### config.mk
export PLATFORM = sky130hd
export DESIGN_NAME = dsrq_regs
export DESIGN_NICKNAME = d
export VERILOG_FILES = /design/src/verilog/dsrq_pkg.sv /design/src/verilog/dsrq_regs.sv /design/src/verilog/dsrq_tracker.sv
export SDC_FILE = /design/constraint.sdc
export NUM_CORES = 1
export LEC_CHECK = 0
export ABC_AREA = 1
export BUFFER_PORTS_ARGS = -buffer_cell sky130_fd_sc_hd__buf_2
export CORE_MARGIN = 2
export CORE_UTILIZATION = 40
export CTS_CLUSTER_SIZE = 40
export DETAILED_ROUTE_END_ITERATION = 12
export GPL_TIMING_DRIVEN = 0
export SLEW_MARGIN = 20
export SYNTH_ARGS = -nofsm -noshare
export SYNTH_HDL_FRONTEND = slang
export SYNTH_SLANG_ARGS = --single-unit
export TNS_END_PERCENT = 20
### constraint.sdc
create_clock -name clk_sys -period 5.4 [get_ports clk_sys]
set_input_delay 0.27 -clock clk_sys [delete_from_list [all_inputs] [get_ports clk_sys]]
set_output_delay 0.27 -clock clk_sys [all_outputs]
set_load 0.05 [all_outputs]
### src/verilog/dsrq_pkg.sv
// Constants for the software DMA request register block
package dsrq_pkg;
   // ******************************************************
   // Register map (byte addresses)
   // ******************************************************
   localparam int          ADDR_W         = 8;
   localparam int          DATA_W         = 32;
   localparam int          NUM_REQ        = 16;
   localparam logic [7:0]  OFS_BURST_REQ  = 8'h00;
   localparam logic [7:0]  OFS_SINGLE_REQ = 8'h04;
   localparam logic [7:0]  OFS_CONFIG     = 8'h08;
   // ******************************************************
   // Field positions and reset values
   // ******************************************************
   localparam int          CFG_OPERATE_BIT = 0;
   localparam logic [15:0] REQ_RESET       = 16'h0000;
   localparam logic [31:0] READ_IDLE       = 32'h0000_0000;
   // ******************************************************
   // Per-request tracker states
   // ******************************************************
   typedef enum logic [1:0] {
      DSRQ_IDLE,
      DSRQ_PEND,
      DSRQ_RUN
   } dsrq_state_t;
endpackage

### src/verilog/dsrq_regs.sv
// Software burst and single DMA request registers
`timescale 1ns/100ps
module dsrq_regs #(
   parameter int NUM_REQ = dsrq_pkg::NUM_REQ
) (
   // Clock and reset
   input  wire logic                          clk_sys,
   input  wire logic                          rst,
   // Register port
   input  wire logic [dsrq_pkg::ADDR_W-1:0]   reg_addr,
   input  wire logic [dsrq_pkg::DATA_W-1:0]   reg_wdata,
   input  wire logic                          reg_wr,
   input  wire logic                          reg_rd,
   output logic      [dsrq_pkg::DATA_W-1:0]   reg_rdata,
   // Engine handshake, burst
   output logic      [NUM_REQ-1:0]            burst_req,
   input  wire logic [NUM_REQ-1:0]            burst_ack,
   input  wire logic [NUM_REQ-1:0]            burst_done,
   // Engine handshake, single
   output logic      [NUM_REQ-1:0]            single_req,
   input  wire logic [NUM_REQ-1:0]            single_ack,
   input  wire logic [NUM_REQ-1:0]            single_done,
   // Global operate state
   output logic                               operate
);
   // ******************************************************
   // Address decode
   // ******************************************************
   wire logic               hit_burst;
   wire logic               hit_single;
   wire logic               hit_config;
   wire logic               wr_burst;
   wire logic               wr_single;
   wire logic               wr_config;
   wire logic [NUM_REQ-1:0] set_burst;
   wire logic [NUM_REQ-1:0] set_single;
   logic      [NUM_REQ-1:0] sw_burst_request_bit;
   logic      [NUM_REQ-1:0] sw_single_request_bit;
   logic      [NUM_REQ-1:0] burst_req_i;
   logic      [NUM_REQ-1:0] single_req_i;
   wire logic [dsrq_pkg::DATA_W-1:0] next_rdata;
   wire logic [dsrq_pkg::DATA_W-1:0] cfg_word;
   wire logic [dsrq_pkg::DATA_W-1:0] burst_word;
   wire logic [dsrq_pkg::DATA_W-1:0] single_word;

   // Register selects
   assign hit_burst  = (reg_addr == dsrq_pkg::OFS_BURST_REQ);
   assign hit_single = (reg_addr == dsrq_pkg::OFS_SINGLE_REQ);
   assign hit_config = (reg_addr == dsrq_pkg::OFS_CONFIG);
   assign wr_config  = reg_wr && hit_config;
   assign wr_burst   = reg_wr && hit_burst && operate;
   assign wr_single  = reg_wr && hit_single && operate;
   assign set_burst  = wr_burst ? reg_wdata[NUM_REQ-1:0] : '0;
   assign set_single = wr_single ? reg_wdata[NUM_REQ-1:0] : '0;

   // ******************************************************
   // Operate bit
   // ******************************************************
   // Config stays writable so software can turn the block on
   always_ff @(posedge clk_sys or posedge rst) begin
      if (rst) begin
         operate <= 1'b0;
      end else if (wr_config) begin
         operate <= reg_wdata[dsrq_pkg::CFG_OPERATE_BIT];
      end
   end

   // ******************************************************
   // Per-request trackers
   // ******************************************************
   genvar gi;
   generate
      for (gi = 0; gi < NUM_REQ; gi++) begin : g_req
         dsrq_tracker u_burst (
            .clk_sys   (clk_sys),
            .rst       (rst),
            .set_req   (set_burst[gi]),
            .xfer_ack  (burst_ack[gi]),
            .xfer_done (burst_done[gi]),
            .req_out   (burst_req_i[gi]),
            .active    (sw_burst_request_bit[gi])
         );
         dsrq_tracker u_single (
            .clk_sys   (clk_sys),
            .rst       (rst),
            .set_req   (set_single[gi]),
            .xfer_ack  (single_ack[gi]),
            .xfer_done (single_done[gi]),
            .req_out   (single_req_i[gi]),
            .active    (sw_single_request_bit[gi])
         );

         // Burst side: raise, stay idle, wait for the engine
         a_burst_raise_each:
         assert property (@(posedge clk_sys) disable iff (rst)
            (wr_burst && reg_wdata[gi]
             && !(burst_req[gi] && burst_ack[gi]))
            |=> (burst_req[gi] && sw_burst_request_bit[gi]))
         else $error("burst request not raised by a one");

         a_burst_idle_stay:
         assert property (@(posedge clk_sys) disable iff (rst)
            (!sw_burst_request_bit[gi] && !(wr_burst && reg_wdata[gi]))
            |=> (!sw_burst_request_bit[gi] && !burst_req[gi]))
         else $error("burst request rose without a one written");

         a_burst_req_wait:
         assert property (@(posedge clk_sys) disable iff (rst)
            (burst_req[gi] && !burst_ack[gi]) |=> burst_req[gi])
         else $error("burst request dropped before the engine took it");

         // Burst side: running status until completion
         a_burst_ack_take:
         assert property (@(posedge clk_sys) disable iff (rst)
            (burst_req[gi] && burst_ack[gi])
            |=> (!burst_req[gi] && sw_burst_request_bit[gi]))
         else $error("burst request not handed over on acknowledge");

         a_burst_run_hold:
         assert property (@(posedge clk_sys) disable iff (rst)
            (sw_burst_request_bit[gi] && !burst_done[gi])
            |=> sw_burst_request_bit[gi])
         else $error("burst status fell while the transfer ran");

         a_burst_done_each:
         assert property (@(posedge clk_sys) disable iff (rst)
            (sw_burst_request_bit[gi] && !burst_req[gi] && burst_done[gi]
             && !(wr_burst && reg_wdata[gi])) |=> !sw_burst_request_bit[gi])
         else $error("burst status stayed after completion");

         a_burst_shows_run:
         assert property (@(posedge clk_sys) disable iff (rst)
            burst_req[gi] |-> sw_burst_request_bit[gi])
         else $error("burst request line up with status clear");

         // Single side: raise, stay idle, wait for the engine
         a_single_raise_each:
         assert property (@(posedge clk_sys) disable iff (rst)
            (wr_single && reg_wdata[gi]
             && !(single_req[gi] && single_ack[gi]))
            |=> (single_req[gi] && sw_single_request_bit[gi]))
         else $error("single request not raised by a one");

         a_single_idle_stay:
         assert property (@(posedge clk_sys) disable iff (rst)
            (!sw_single_request_bit[gi] && !(wr_single && reg_wdata[gi]))
            |=> (!sw_single_request_bit[gi] && !single_req[gi]))
         else $error("single request rose without a one written");

         a_single_req_wait:
         assert property (@(posedge clk_sys) disable iff (rst)
            (single_req[gi] && !single_ack[gi]) |=> single_req[gi])
         else $error("single request dropped before the engine took it");

         // Single side: running status until completion
         a_single_ack_take:
         assert property (@(posedge clk_sys) disable iff (rst)
            (single_req[gi] && single_ack[gi])
            |=> (!single_req[gi] && sw_single_request_bit[gi]))
         else $error("single request not handed over on acknowledge");

         a_single_run_hold:
         assert property (@(posedge clk_sys) disable iff (rst)
            (sw_single_request_bit[gi] && !single_done[gi])
            |=> sw_single_request_bit[gi])
         else $error("single status fell while the transfer ran");

         a_single_done_each:
         assert property (@(posedge clk_sys) disable iff (rst)
            (sw_single_request_bit[gi] && !single_req[gi] && single_done[gi]
             && !(wr_single && reg_wdata[gi])) |=> !sw_single_request_bit[gi])
         else $error("single status stayed after each completion");

         a_single_shows_run:
         assert property (@(posedge clk_sys) disable iff (rst)
            single_req[gi] |-> sw_single_request_bit[gi])
         else $error("single request line up with status clear");

         // A stopped block never starts a request
         a_stopped_stay_idle:
         assert property (@(posedge clk_sys) disable iff (rst)
            (!operate && !sw_burst_request_bit[gi]
             && !sw_single_request_bit[gi])
            |=> (!sw_burst_request_bit[gi] && !sw_single_request_bit[gi]))
         else $error("request raised while the block is stopped");
      end
   endgenerate

   // Request lines come straight from tracker flops
   assign burst_req  = burst_req_i;
   assign single_req = single_req_i;

   // ******************************************************
   // Read path
   // ******************************************************
   // request register reads give zero while stopped
   // upper bits read zero
   // Word images keep the unused upper bits at zero
   assign cfg_word    = {{(dsrq_pkg::DATA_W-1){1'b0}}, operate};
   assign burst_word  = {{(dsrq_pkg::DATA_W-NUM_REQ){1'b0}},
                         sw_burst_request_bit};
   assign single_word = {{(dsrq_pkg::DATA_W-NUM_REQ){1'b0}},
                         sw_single_request_bit};
   // Config answers even while stopped so the block can be woken
   assign next_rdata =
      (!reg_rd)  ? dsrq_pkg::READ_IDLE :
      hit_config ? cfg_word :
      (!operate) ? dsrq_pkg::READ_IDLE :
      hit_burst  ? burst_word :
      hit_single ? single_word :
      dsrq_pkg::READ_IDLE;

   // Read data valid one cycle after the strobe only
   always_ff @(posedge clk_sys or posedge rst) begin
      if (rst) begin
         reg_rdata <= dsrq_pkg::READ_IDLE;
      end else begin
         reg_rdata <= next_rdata;
      end
   end

   // ******************************************************
   // Checks
   // ******************************************************
   a_burst_write_raise:
   assert property (@(posedge clk_sys) disable iff (rst)
      (wr_burst && reg_wdata[0] && !sw_burst_request_bit[0])
      |=> (burst_req[0] && sw_burst_request_bit[0]))
   else $error("burst write of one did not raise request");

   a_burst_zero_noop:
   assert property (@(posedge clk_sys) disable iff (rst)
      (wr_burst && !reg_wdata[0] && !sw_burst_request_bit[0]
       && !burst_ack[0]) |=> !sw_burst_request_bit[0])
   else $error("burst write of zero changed state");

   a_single_write_raise:
   assert property (@(posedge clk_sys) disable iff (rst)
      (wr_single && reg_wdata[1] && !sw_single_request_bit[1])
      |=> (single_req[1] && sw_single_request_bit[1]))
   else $error("single write of one did not raise request");

   a_burst_read_status:
   assert property (@(posedge clk_sys) disable iff (rst)
      (reg_rd && hit_burst && operate)
      |=> (reg_rdata[NUM_REQ-1:0] == $past(sw_burst_request_bit)))
   else $error("burst read did not show running state");

   a_single_read_status:
   assert property (@(posedge clk_sys) disable iff (rst)
      (reg_rd && hit_single && operate)
      |=> (reg_rdata[NUM_REQ-1:0] == $past(sw_single_request_bit)))
   else $error("single read did not show running state");

   a_single_done_clear:
   assert property (@(posedge clk_sys) disable iff (rst)
      (sw_single_request_bit[0] && !single_req[0] && single_done[0]
       && !set_single[0]) |=> !sw_single_request_bit[0])
   else $error("single status stayed after completion");

   a_stopped_no_write:
   assert property (@(posedge clk_sys) disable iff (rst)
      (!operate && reg_wr && hit_burst && !sw_burst_request_bit[2])
      |=> !sw_burst_request_bit[2])
   else $error("request register written while stopped");

   a_stopped_read_zero:
   assert property (@(posedge clk_sys) disable iff (rst)
      (!operate && reg_rd && (hit_burst || hit_single))
      |=> (reg_rdata == dsrq_pkg::READ_IDLE))
   else $error("request register readable while stopped");

   a_upper_read_zero:
   assert property (@(posedge clk_sys) disable iff (rst)
      $past(reg_rd) |-> (reg_rdata[dsrq_pkg::DATA_W-1:NUM_REQ] == '0))
   else $error("upper register bits not zero on read");

   a_read_quiet:
   assert property (@(posedge clk_sys) disable iff (rst)
      !reg_rd |=> (reg_rdata == dsrq_pkg::READ_IDLE))
   else $error("read data stood outside its read cycle");

   a_reset_clears:
   assert property (@(posedge clk_sys) disable iff (rst)
      $past(rst) |->
         (sw_burst_request_bit == dsrq_pkg::REQ_RESET[NUM_REQ-1:0]
          && sw_single_request_bit == dsrq_pkg::REQ_RESET[NUM_REQ-1:0]))
   else $error("request bits not clear after reset");

   a_operate_write:
   assert property (@(posedge clk_sys) disable iff (rst)
      wr_config |=> (operate == $past(reg_wdata[dsrq_pkg::CFG_OPERATE_BIT])))
   else $error("operate bit did not take the written value");
endmodule

### src/verilog/dsrq_tracker.sv
// One request tracker: raise, hand to engine, watch until done
`timescale 1ns/100ps
module dsrq_tracker (
   // Clock and reset
   input  wire logic clk_sys,
   input  wire logic rst,
   // Software side
   input  wire logic set_req,
   // Engine side
   input  wire logic xfer_ack,
   input  wire logic xfer_done,
   output logic      req_out,
   output logic      active
);
   dsrq_pkg::dsrq_state_t state;
   dsrq_pkg::dsrq_state_t next_state;

   // Next state; a new set while running is held as one request
   always_comb begin
      next_state = state;
      case (state)
         dsrq_pkg::DSRQ_IDLE: begin
            if (set_req) begin
               next_state = dsrq_pkg::DSRQ_PEND;
            end
         end
         dsrq_pkg::DSRQ_PEND: begin
            if (xfer_ack) begin
               next_state = dsrq_pkg::DSRQ_RUN;
            end
         end
         dsrq_pkg::DSRQ_RUN: begin
            // Set wins over completion so the event is kept
            if (set_req) begin
               next_state = dsrq_pkg::DSRQ_PEND;
            end else if (xfer_done) begin
               next_state = dsrq_pkg::DSRQ_IDLE;
            end
         end
         default: next_state = dsrq_pkg::DSRQ_IDLE;
      endcase
   end

   // State and registered outputs
   always_ff @(posedge clk_sys or posedge rst) begin
      if (rst) begin
         state   <= dsrq_pkg::DSRQ_IDLE;
         req_out <= 1'b0;
         active  <= 1'b0;
      end else begin
         state   <= next_state;
         req_out <= (next_state == dsrq_pkg::DSRQ_PEND);
         active  <= (next_state != dsrq_pkg::DSRQ_IDLE);
      end
   end
endmodule
**After elaboration in Yosys (flattened, before gate mapping)**

Index checks and enable logic that the tools add are counted.

- Add/sub/neg operators: 0
- $mul: 0
- Shifts and indexed selects: 0
- Equal/unequal tests: 98
- $lt $le $gt $ge: 0
- Reduce and logical (&&, ||, !) cells: 70
- Muxes and demuxes: 167
- Bitwise gates (word level): 0
- Div/mod/pow operators: 0

Operator list:

| operator | number |
|---|---|
| 2-bit two-way mux | 128 |
| 2-bit case mux with 3 select lines | 32 |
| 2-bit by 1-bit == test with 1-bit output, second input constant | 64 |
| 16-bit two-way mux | 7 |
| 2-bit == test, second input constant | 32 |
| 2-bit zero test | 32 |
| 2-bit nonzero test | 32 |
| 8-bit by 3-bit == test with 1-bit output, second input constant | 1 |
| 8-bit by 4-bit == test with 1-bit output, second input constant | 1 |
| 8-bit zero test | 1 |
| 1-bit logical AND | 5 |

- Memory bits (read-only): 0
- Bits in latches: 0
- Input port bits: 108
- Flip-flop bits (word level): 145
- Output and inout bits: 65
- Bits in writable memories: 0
- Word-level logic and storage cells: 433
- Memories: 0

**Logic depth before layout (Yosys ltp)**

Gate-level depths: netlist of run 1.

- Word-level depth: 7
- Depth in mapped cells: 9
- Depth with buffers taken out: 8

**Cells and area by module**

A second synthesis of run 1 with hierarchy kept.

- Cells, all modules: 774
- Area total of the unflattened synthesis: 6822.8 µm²

Modules (own cells, without submodules):

| module | area each (µm²) | seq. area each (µm²) | cells an instance | instances |
|---|---|---|---|---|
| dsrq_tracker at g_req[0].u_burst ... | 176.4 | 100.1 | 20 | 17 |
| dsrq_tracker at g_req[2].u_single ... | 173.9 | 100.1 | 18 | 15 |
| dsrq_regs | 1214.9 | 425.4 | 164 | 1 |

**Worst setup path after synthesis of run 1**

OpenSTA, ideal clock, no wires.

- Kind: register to register
- Start: reg operate
- End: reg g_req[8].u_single.active
- Path slack: 3.941 ns
- Cell stages (with the launch flop): 7
- Data required time: 5.279 ns
- Data arrival time: 1.338 ns
- Buffers on the path: 1
- Library setup time: 0.121 ns
- Clock period less this slack: 1.459 ns
- Cell sequence: dfrtp_1 -> nand2_1 -> inv_2 -> buf_2 -> nand3_1 -> a21oi_2 -> nand2_1

- Longest elaborated chain between the ends: 5
- Elaborated cells on any way between the ends: 6
- Classes of those cells: mux (4); reduce/logical (2)

Ends and longest elaborated chain:

| item | RTL line | text |
|---|---|---|
| start, declared | dsrq_regs.sv:24 | `output logic operate` |
| start signal, assigned | dsrq_regs.sv:64 | `operate <= reg_wdata[dsrq_pkg::CFG_OPERATE_BIT];` |
| 1-bit logical AND * | dsrq_regs.sv:52 | `assign wr_single = reg_wr && hit_single && operate;` |
| 16-bit two-way mux * | dsrq_regs.sv:54 | `assign set_single = wr_single ? reg_wdata[NUM_REQ-1:0] : '0;` |
| 2-bit two-way mux (on tied branches) | dsrq_tracker.sv:34, dsrq_tracker.sv:23 |  |
| 2-bit case mux with 3 select lines * | dsrq_tracker.sv:21 | `case (state)` |
| 2-bit nonzero test * | dsrq_tracker.sv:53 | `active <= (next_state != dsrq_pkg::DSRQ_IDLE);` |
| end signal, assigned | dsrq_tracker.sv:53 |  |
| end, declared | dsrq_tracker.sv:13 | `output logic active` |

Mark *: on every way between the ends. The rest lies on a longest branch, timed or not.
A chain may end at the register's enable or synchronous reset.

**Worst setup path in the final report of run 1**

- Start: reg operate
- End: out operate

No word-level cell between the ends.

==> results.sh, run 1 <==
export IMPL_fin_crit_sh_pct=25.56
export IMPL_cpPeakStageDelay_ns=0.41
export IMPL_synth_top_family_by_area="buffers and inverters"
export IMPL_synth_edf_count=0
export IMPL_avgSynthCellArea_um2=9.096
export IMPL_grt_pass1_wl_um=20800
export IMPL_syn_inst=668
export IMPL_critPathBufInv=1
export IMPL_synth_area_top_cells="dfrtp_1 60%, nand2_1 8.3%, inv_1 8.2%"
export IMPL_cts_resized=0
export IMPL_synth_compound_area_share_pct=10.44
export IMPL_fillers=1397
export IMPL_hold_class="in2reg"
export IMPL_pwr_share_clk_pct=39.8
export IMPL_p_sw_uw=747.7
export IMPL_finalPower_mw=2.755
export IMPL_rows=45
export IMPL_yosys_area_share_adder_pct=0
export IMPL_yosys_area_top_type="dfrtp_1"
export IMPL_worstSetupPathType="reg2out"
export IMPL_drt_first_pass_iters=5
export IMPL_grt_use_total_pct=16.71
export IMPL_p_comb_share_pct=14.7
export IMPL_path_cells="buf_2"
export IMPL_dieArea_um2=16190
export IMPL_synth_simple_area_share_pct=14.19
export IMPL_synth_cell_type_count=20
export IMPL_numCtsBuffers=17
export IMPL_synth_mux_area_fraction_pct=0
export IMPL_cp_max_fo=5
export IMPL_required_ns=5.13
export IMPL_syn2layout_area_growth_pct=26.28
export IMPL_vias=4560
export IMPL_regToRegStartpoint="operate"
export IMPL_cp_end_kind="output pin"
export IMPL_hold_viol_final=0
export IMPL_place_area_um2=7103
export IMPL_reg2regPathDepth=7
export IMPL_synth_top_cell_area_share_pct=59.72
export IMPL_antenna_found_initial=0
export IMPL_p_leak_nw=4.651
export IMPL_r2r_slack_ns=4.07
export IMPL_first_iter_violations=163
export IMPL_hold_path_depth=3
export IMPL_root_buffer="clkbuf_16"
export IMPL_setup_viol=0
export IMPL_dp_hpwl_um=9120
export IMPL_hp_start="reg_wdata[0]"
export IMPL_grt_pass1_vias=4421
export IMPL_min_period_ns=1.380
export IMPL_seq_power_share_pct=45.5
export IMPL_ys_seq_area_share_pct=59.72
export IMPL_cp_data_arrival_time_ns=1.11
export IMPL_peakVddDrop_v=0.0001930
export IMPL_drv_cap=0
export IMPL_overflow=0
export IMPL_ant_nets=0
export IMPL_synthTopCellsByCount="145 x dfrtp_1, 134 x nand2_1, 133 x inv_1"
export IMPL_skew_ns=0.004200
export IMPL_cp_start_kind="flip-flop"
export IMPL_gp_congestion=0.7434
export IMPL_ios=173
export IMPL_p_sw_share_pct=27.14
export IMPL_cts_max_path_buffers=2
export IMPL_multiInputGateArea_um2=1556
export IMPL_core_um2=15030
export IMPL_clk_pin_slew_ns=0.06
export IMPL_synth_seq_cells=145
export IMPL_die_h_um=127.2
export IMPL_yosysMostFrequentCell="dfrtp_1"
export IMPL_power_density_nw_per_um2=359.0
export IMPL_p_int_mw=2.007
export IMPL_drt_vias_per_instance=4.364
export IMPL_detail_route_wl_per_cell_um=12.03
export IMPL_synth_xor_area_share_pct=0
export IMPL_async_reset_ff_share_pct=100.0
export IMPL_status="finished clean"
export IMPL_drv_slew=0
export IMPL_clk_latency_ns=0.41
export IMPL_drc=0
export IMPL_cts_tree="built"
export IMPL_fin_area_um2=7672
export IMPL_rsz0062_at_grt="no"
export IMPL_synth_ff_type="dfrtp_1"
export IMPL_final_nets=952
export IMPL_drive_gt1_share_pct=27.65
export IMPL_grt_max_degree=77
export IMPL_wl_um=12570
export IMPL_initial_core_util_pct=40.42
export IMPL_port_buffers=140
export IMPL_holdPathEnd="operate"
export IMPL_yosys_warnings=0
export IMPL_crit_path_top_delay_cell="dfrtp_1"
export IMPL_clkSinkCount=145
export IMPL_ctsHtreeMaxLevel=4
export IMPL_die_x_um=127.2
export IMPL_seq_area_um2=3628
export IMPL_whs_ns=0.1171
export IMPL_synth_cell_area_um2=6076
export IMPL_clock_fmax_ghz=0.7245
export IMPL_n_antenna_cell=0
export IMPL_critPathTopFamily="flip-flops"
export IMPL_r2r_end="g_req[10].u_burst.active"
-- power by group through the flow --
stage	Combinational (mW)	Sequential [mW]	Clock, mW
detailed placement	0.409	1.27	0
global route	0.458	1.27	1.18
finish	0.406	1.25	1.10
global placement	0.401	1.27	0
CTS	0.411	1.25	1.13
floorplan	0.310	1.26	0
-- worst register-to-register path: stages (launching register included) --
cell and delay, ns:
dfrtp_1 0.41, nand2_1 0.08, inv_2 0.11, buf_2 0.26
nand3_1 0.12, nand2_1 0.09, nand2_1 0.10, nand2_1 0.09
-- layout make-up --
class                           instances  area share [%]
Clock inverter                         10           1.109
Buffer                                 58           5.789
Multi-Input combinational cell        346           20.29
Inverter                              134           6.654
Sequential cell                       145           47.29
Clock buffer                           22           6.181
Tap cell                              188           3.066
Timing Repair Buffer                  142           9.622
-- worst max path at each step --
stage,slack [ns],from,cells past startpoint,end
2_1_floorplan,1.24,rst,1,g_req[0].u_burst.active
3_3_place_gp,-0.43,rst,2,g_req[2].u_burst.req_out
3_5_place_dp,3.92,reg_addr[5],7,reg_rdata[7]
4_1_cts,4.00,operate,1,operate
5_1_grt,3.87,operate,7,g_req[10].u_single.active
6_report,4.02,operate,1,operate
-- logic make-up (layout without fill, tap and decap cells) --
group           after synthesis  count (layout)
compound gates              126             126
buf+inv                     192             366
flops                       145             145
other cells                   1              16
simple gates                204             204
-- metal layers --
metal  track usage (%)  up-vias  wire (µm)
met5                 0        -          0
met4             5.818        0        187
met3             5.151       17        786
met2             26.91      123       5852
met1             21.56     2048       5741
li1                  -     2372          -
-- stage by stage --
stage	cells	worst slack (ns)	setup TNS [ns]	util [%]
floorplan	683	1.235	0	-
global placement	1011	-0.4274	-60.55	47.02
detailed placement	1012	3.916	0	47.25
CTS	1045	3.998	0	51.04
global route	1045	3.869	0	51.04
finish	1045	4.020	0	51.04
-- registers in the layout, summed over array words and instances (netlist names) --
name and flops:
g_req.u_burst.active 16, g_req.u_burst.req_out 16, g_req.u_burst.state 32, g_req.u_single.active 16, g_req.u_single.req_out 16, g_req.u_single.state 32, operate 1, reg_rdata 16
-- placed cells by master, fill, tap and decap left out, drive strengths merged --
cell / Yosys / routed
clkbuf: 0 / 22
or2: 1 / 1
nor3: 1 / 1
dlygate4sd3: 0 / 1
dfrtp: 145 / 145
bufinv: 0 / 1
nand3: 52 / 52
o21ai: 84 / 84
nand2: 135 / 135
nor2: 14 / 14
nand4: 1 / 1
buf: 58 / 199
inv: 134 / 134
clkinvlp: 0 / 4
a21oi: 42 / 42
conb: 1 / 16
clkinv: 0 / 5
-- timing repair --
action,in CTS,in global routing
buffers inserted,0,0
hold endpoints to repair,69,0
hold buffers,1,0
endpoints found under the setup margin,0,0
(Power assumes the default switching activity.)
==> run 2, diff against run 1 <==
ABC_AREA = 0   (was 1)
PLACE_DENSITY = 0.66   (was unset)
clock period = 1.2 ns   (was 5.4 ns; I/O delays follow)
==> run 2 against run 1 <==
  * The flow now finishes with violations (hold timing, setup timing)
  * Largest power group unchanged
  * Total power rose to 4.4 times the previous value
  * Clock power rose to 4.8 times the previous value
  * Non-clock buffer count up 90
  * Global-route usage up 6.4 points
  * Highest routed layer unchanged
==> results.sh, run 2 <==
export IMPL_seq_power_share_pct=44.2
export IMPL_synth_top_cell_area_share_pct=55.50
export IMPL_fin_crit_sh_pct=109.7
export IMPL_drt_vias_per_instance=5.534
export IMPL_hold_class="in2reg"
export IMPL_initial_core_util_pct=41.01
export IMPL_cpPeakStageDelay_ns=0.48
export IMPL_synth_edf_count=0
export IMPL_min_period_ns=1.316
export IMPL_pwr_share_clk_pct=43.9
export IMPL_yosys_area_top_type="dfrtp_1"
export IMPL_largest_registers="g_req.u_burst.state (32), g_req.u_single.state (32)"
export IMPL_r2r_end="g_req[6].u_burst.state[1]"
export IMPL_use_met1_pct=29.40
export IMPL_hp_start="reg_addr[6]"
export IMPL_worstSetupPathType="reg2reg"
export IMPL_holdPathEnd="reg_rdata[0]"
export IMPL_cp_end_kind="flip-flop"
export IMPL_hold_path_depth=4
export IMPL_grtUsageMet3_pct=5.113
export IMPL_skew_ns=0.007513
export IMPL_required_ns=1.49
export IMPL_grt_pass1_vias=5924
export IMPL_status="finished with violations"
export IMPL_vias=5778
export IMPL_whs_ns=-0.02334
export IMPL_r2r_slack_ns=-0.12
export IMPL_antenna_found_initial=0
export IMPL_reg2regPathDepth=4
export IMPL_post_route_util_pct=61.03
export IMPL_clock_fmax_ghz=0.7598
export IMPL_setup_ws_ns=-0.1162
export IMPL_grt_busiest_layer="met2"
export IMPL_crit_path_top_delay_cell="dfrtp_2"
export IMPL_ant_nets=0
export IMPL_worst_pin_slew_ns=0.6178
export IMPL_hold_viol_final=3
export IMPL_synth_cell_type_count=34
export IMPL_dp_hpwl_um=12960
export IMPL_yosysMostFrequentCell="dfrtp_1"
export IMPL_yosys_warnings=0
export IMPL_synthTopCellsByCount="145 x dfrtp_1, 52 x o32ai_1, 48 x buf_4"
export IMPL_async_reset_ff_share_pct=100.0
export IMPL_n_antenna_cell=0
export IMPL_p_comb_share_pct=12.0
export IMPL_grtUsageMet2_pct=38.51
export IMPL_synth_cell_area_um2=6538
export IMPL_cp_max_fo=8
export IMPL_rsz0062_at_grt="yes"
export IMPL_clk_pin_slew_ns=0.06
export IMPL_ios=173
export IMPL_detail_route_wl_per_cell_um=19.87
export IMPL_dieArea_um2=17380
export IMPL_drive_gt1_share_pct=40.82
export IMPL_maxSlewHeadroom_pct=58.82
export IMPL_syn_inst=562
export IMPL_dp_slack_ns=-0.8173
export IMPL_ys_seq_area_share_pct=55.50
export IMPL_grt_max_degree=34
export IMPL_yosys_area_share_adder_pct=0
export IMPL_regToRegStartpoint="operate"
export IMPL_clk_latency_ns=0.42
export IMPL_p_sw_mw=2.847
export IMPL_setup_viol=74
export IMPL_avgSynthCellArea_um2=11.63
export IMPL_synth_mux_area_fraction_pct=2.469
export IMPL_synth_area_top_cells="dfrtp_1 56%, o32ai_1 7.0%, buf_4 5.5%"
export IMPL_cts_max_path_buffers=2
export IMPL_drc=0
export IMPL_synth_compound_area_share_pct=19.87
export IMPL_grt_pass1_wl_um=31340
export IMPL_final_nets=925
export IMPL_p_leak_nw=4.467
export IMPL_cp_start_kind="flip-flop"
export IMPL_drv_slew=0
export IMPL_synth_seq_cells=145
export IMPL_grt_use_total_pct=23.15
export IMPL_power_density_nw_per_um2=1247
export IMPL_peakVddDrop_v=0.001011
export IMPL_synth_top_family_by_area="compound AO/OA/AOI/OAI gates"
export IMPL_wl_um=20750
export IMPL_gp_congestion=0.7897
export IMPL_final_common_cell="dfrtp_1"
export IMPL_overflow=0
export IMPL_die_x_um=131.8
export IMPL_dp_cells=936
export IMPL_final_cells=1044
export IMPL_clkSinkCount=145
export IMPL_mostFrequentLayoutCells="143 x dfrtp_1, 130 x buf_2, 72 x dlygate4sd3_1"
export IMPL_rows=46
export IMPL_synth_xor_area_share_pct=0
export IMPL_drt_first_pass_iters=5
export IMPL_p_int_mw=9.282
export IMPL_path_cells="buf_8, nand3_4, a31oi_1, o21ai_0"
export IMPL_p_sw_share_pct=23.48
export IMPL_violations="hold timing, setup timing"
export IMPL_port_buffers=139
export IMPL_root_buffer="clkbuf_16"
export IMPL_drv_cap=0
export IMPL_core_um2=15940
export IMPL_synth_ff_type="dfrtp_1"
export IMPL_cts_tree="built"
export IMPL_ctsHtreeMaxLevel=4
export IMPL_numCtsBuffers=17
export IMPL_synth_simple_area_share_pct=14.72
export IMPL_cp_data_arrival_time_ns=1.61
export IMPL_die_h_um=131.8
export IMPL_first_iter_violations=326
export IMPL_syn2layout_area_growth_pct=48.84
## run 2: cell count changes after synthesis, sizes merged, moves of 11 or more
cell / delta
nand2: -108
nand3: -34
a21oi: -42
clkbuf: +11
o21ai: -57
nand2b: +36
nor2: +28
a31oi: +25
o311ai: +32
inv: -129
mux2i: +15
o32ai: +64
and3b: +26
## run 2: worst max-delay path: cells and delay by family (launching register included)
kind / cells / cell delay [ns]
and+or+nand+nor: 1 / 0.15
DFF: 1 / 0.48
AOI/OAI and AO/OA: 2 / 0.35
buffers and inverters: 1 / 0.20
## run 2: logic make-up after synthesis
logic type	Yosys count
simple gates	168
compound gates	158
flops	145
buf+inv	74
mux	16
other cells	1
## run 2: worst max-delay path by stage
stage,cells after the start,start,slack (ns),end
6_report,4,operate,-0.12,g_req[6].u_burst.state[1]
5_1_grt,4,operate,-0.14,g_req[6].u_burst.state[1]
4_1_cts,4,operate,-0.08,g_req[2].u_single.state[1]
3_5_place_dp,3,operate,-0.82,g_req[6].u_burst.active
3_3_place_gp,2,rst,-1.56,g_req[2].u_single.req_out
2_1_floorplan,1,rst,-0.68,g_req[0].u_burst.active
## run 2: cell type report
cell class	instances	area, µm²
Inverter	5	22.52
Tap cell	216	270.3
Multi-Input combinational cell	358	3083
Buffer	67	540.5
Sequential cell	145	3631
Fill cell	1234	6212
Clock inverter	6	105.1
Timing Repair Buffer	223	1597
Clock buffer	24	481.7
## run 2: metal layers
metal / wire length (µm) / vias up / part of all wire (%)
met5: 0 / - / 0
met4: 491 / 0 / 2.4
met3: 1210 / 41 / 5.8
met2: 10300 / 234 / 50
met1: 8748 / 2879 / 42
li1: - / 2624 / -
## run 2: timing repair
action                                 CTS  global route
setup buffers                            3             1
setup endpoints to repair              139           145
endpoints found under the hold margin  144            25
hold buffers                            71             2
resized for setup                       66           110
pin swaps                                3            28
cloned                                   1             2
## run 2: through the flow
stage	power, mW	area, µm²	setup TNS, ns	hold slack [ns]
floorplan	6.050	6598	-144.67	0.1510
global placement	6.375	7564	-304.51	0.2658
detailed placement	6.475	7644	-91.91	0.1657
CTS	12.03	9203	-1.816	-0.03186
global route	12.54	9731	-8.594	-0.004312
finish	12.13	9731	-2.164	-0.02334
## run 2: power groups by stage
stage / sequential (mW) / combinational [mW] / clock, mW
final: 5.36 / 1.45 / 5.32
after global routing: 5.39 / 1.56 / 5.60
after CTS: 5.34 / 1.32 / 5.37
after detailed placement: 5.42 / 1.06 / 0
after global placement: 5.39 / 0.987 / 0
after floorplan: 5.37 / 0.678 / 0
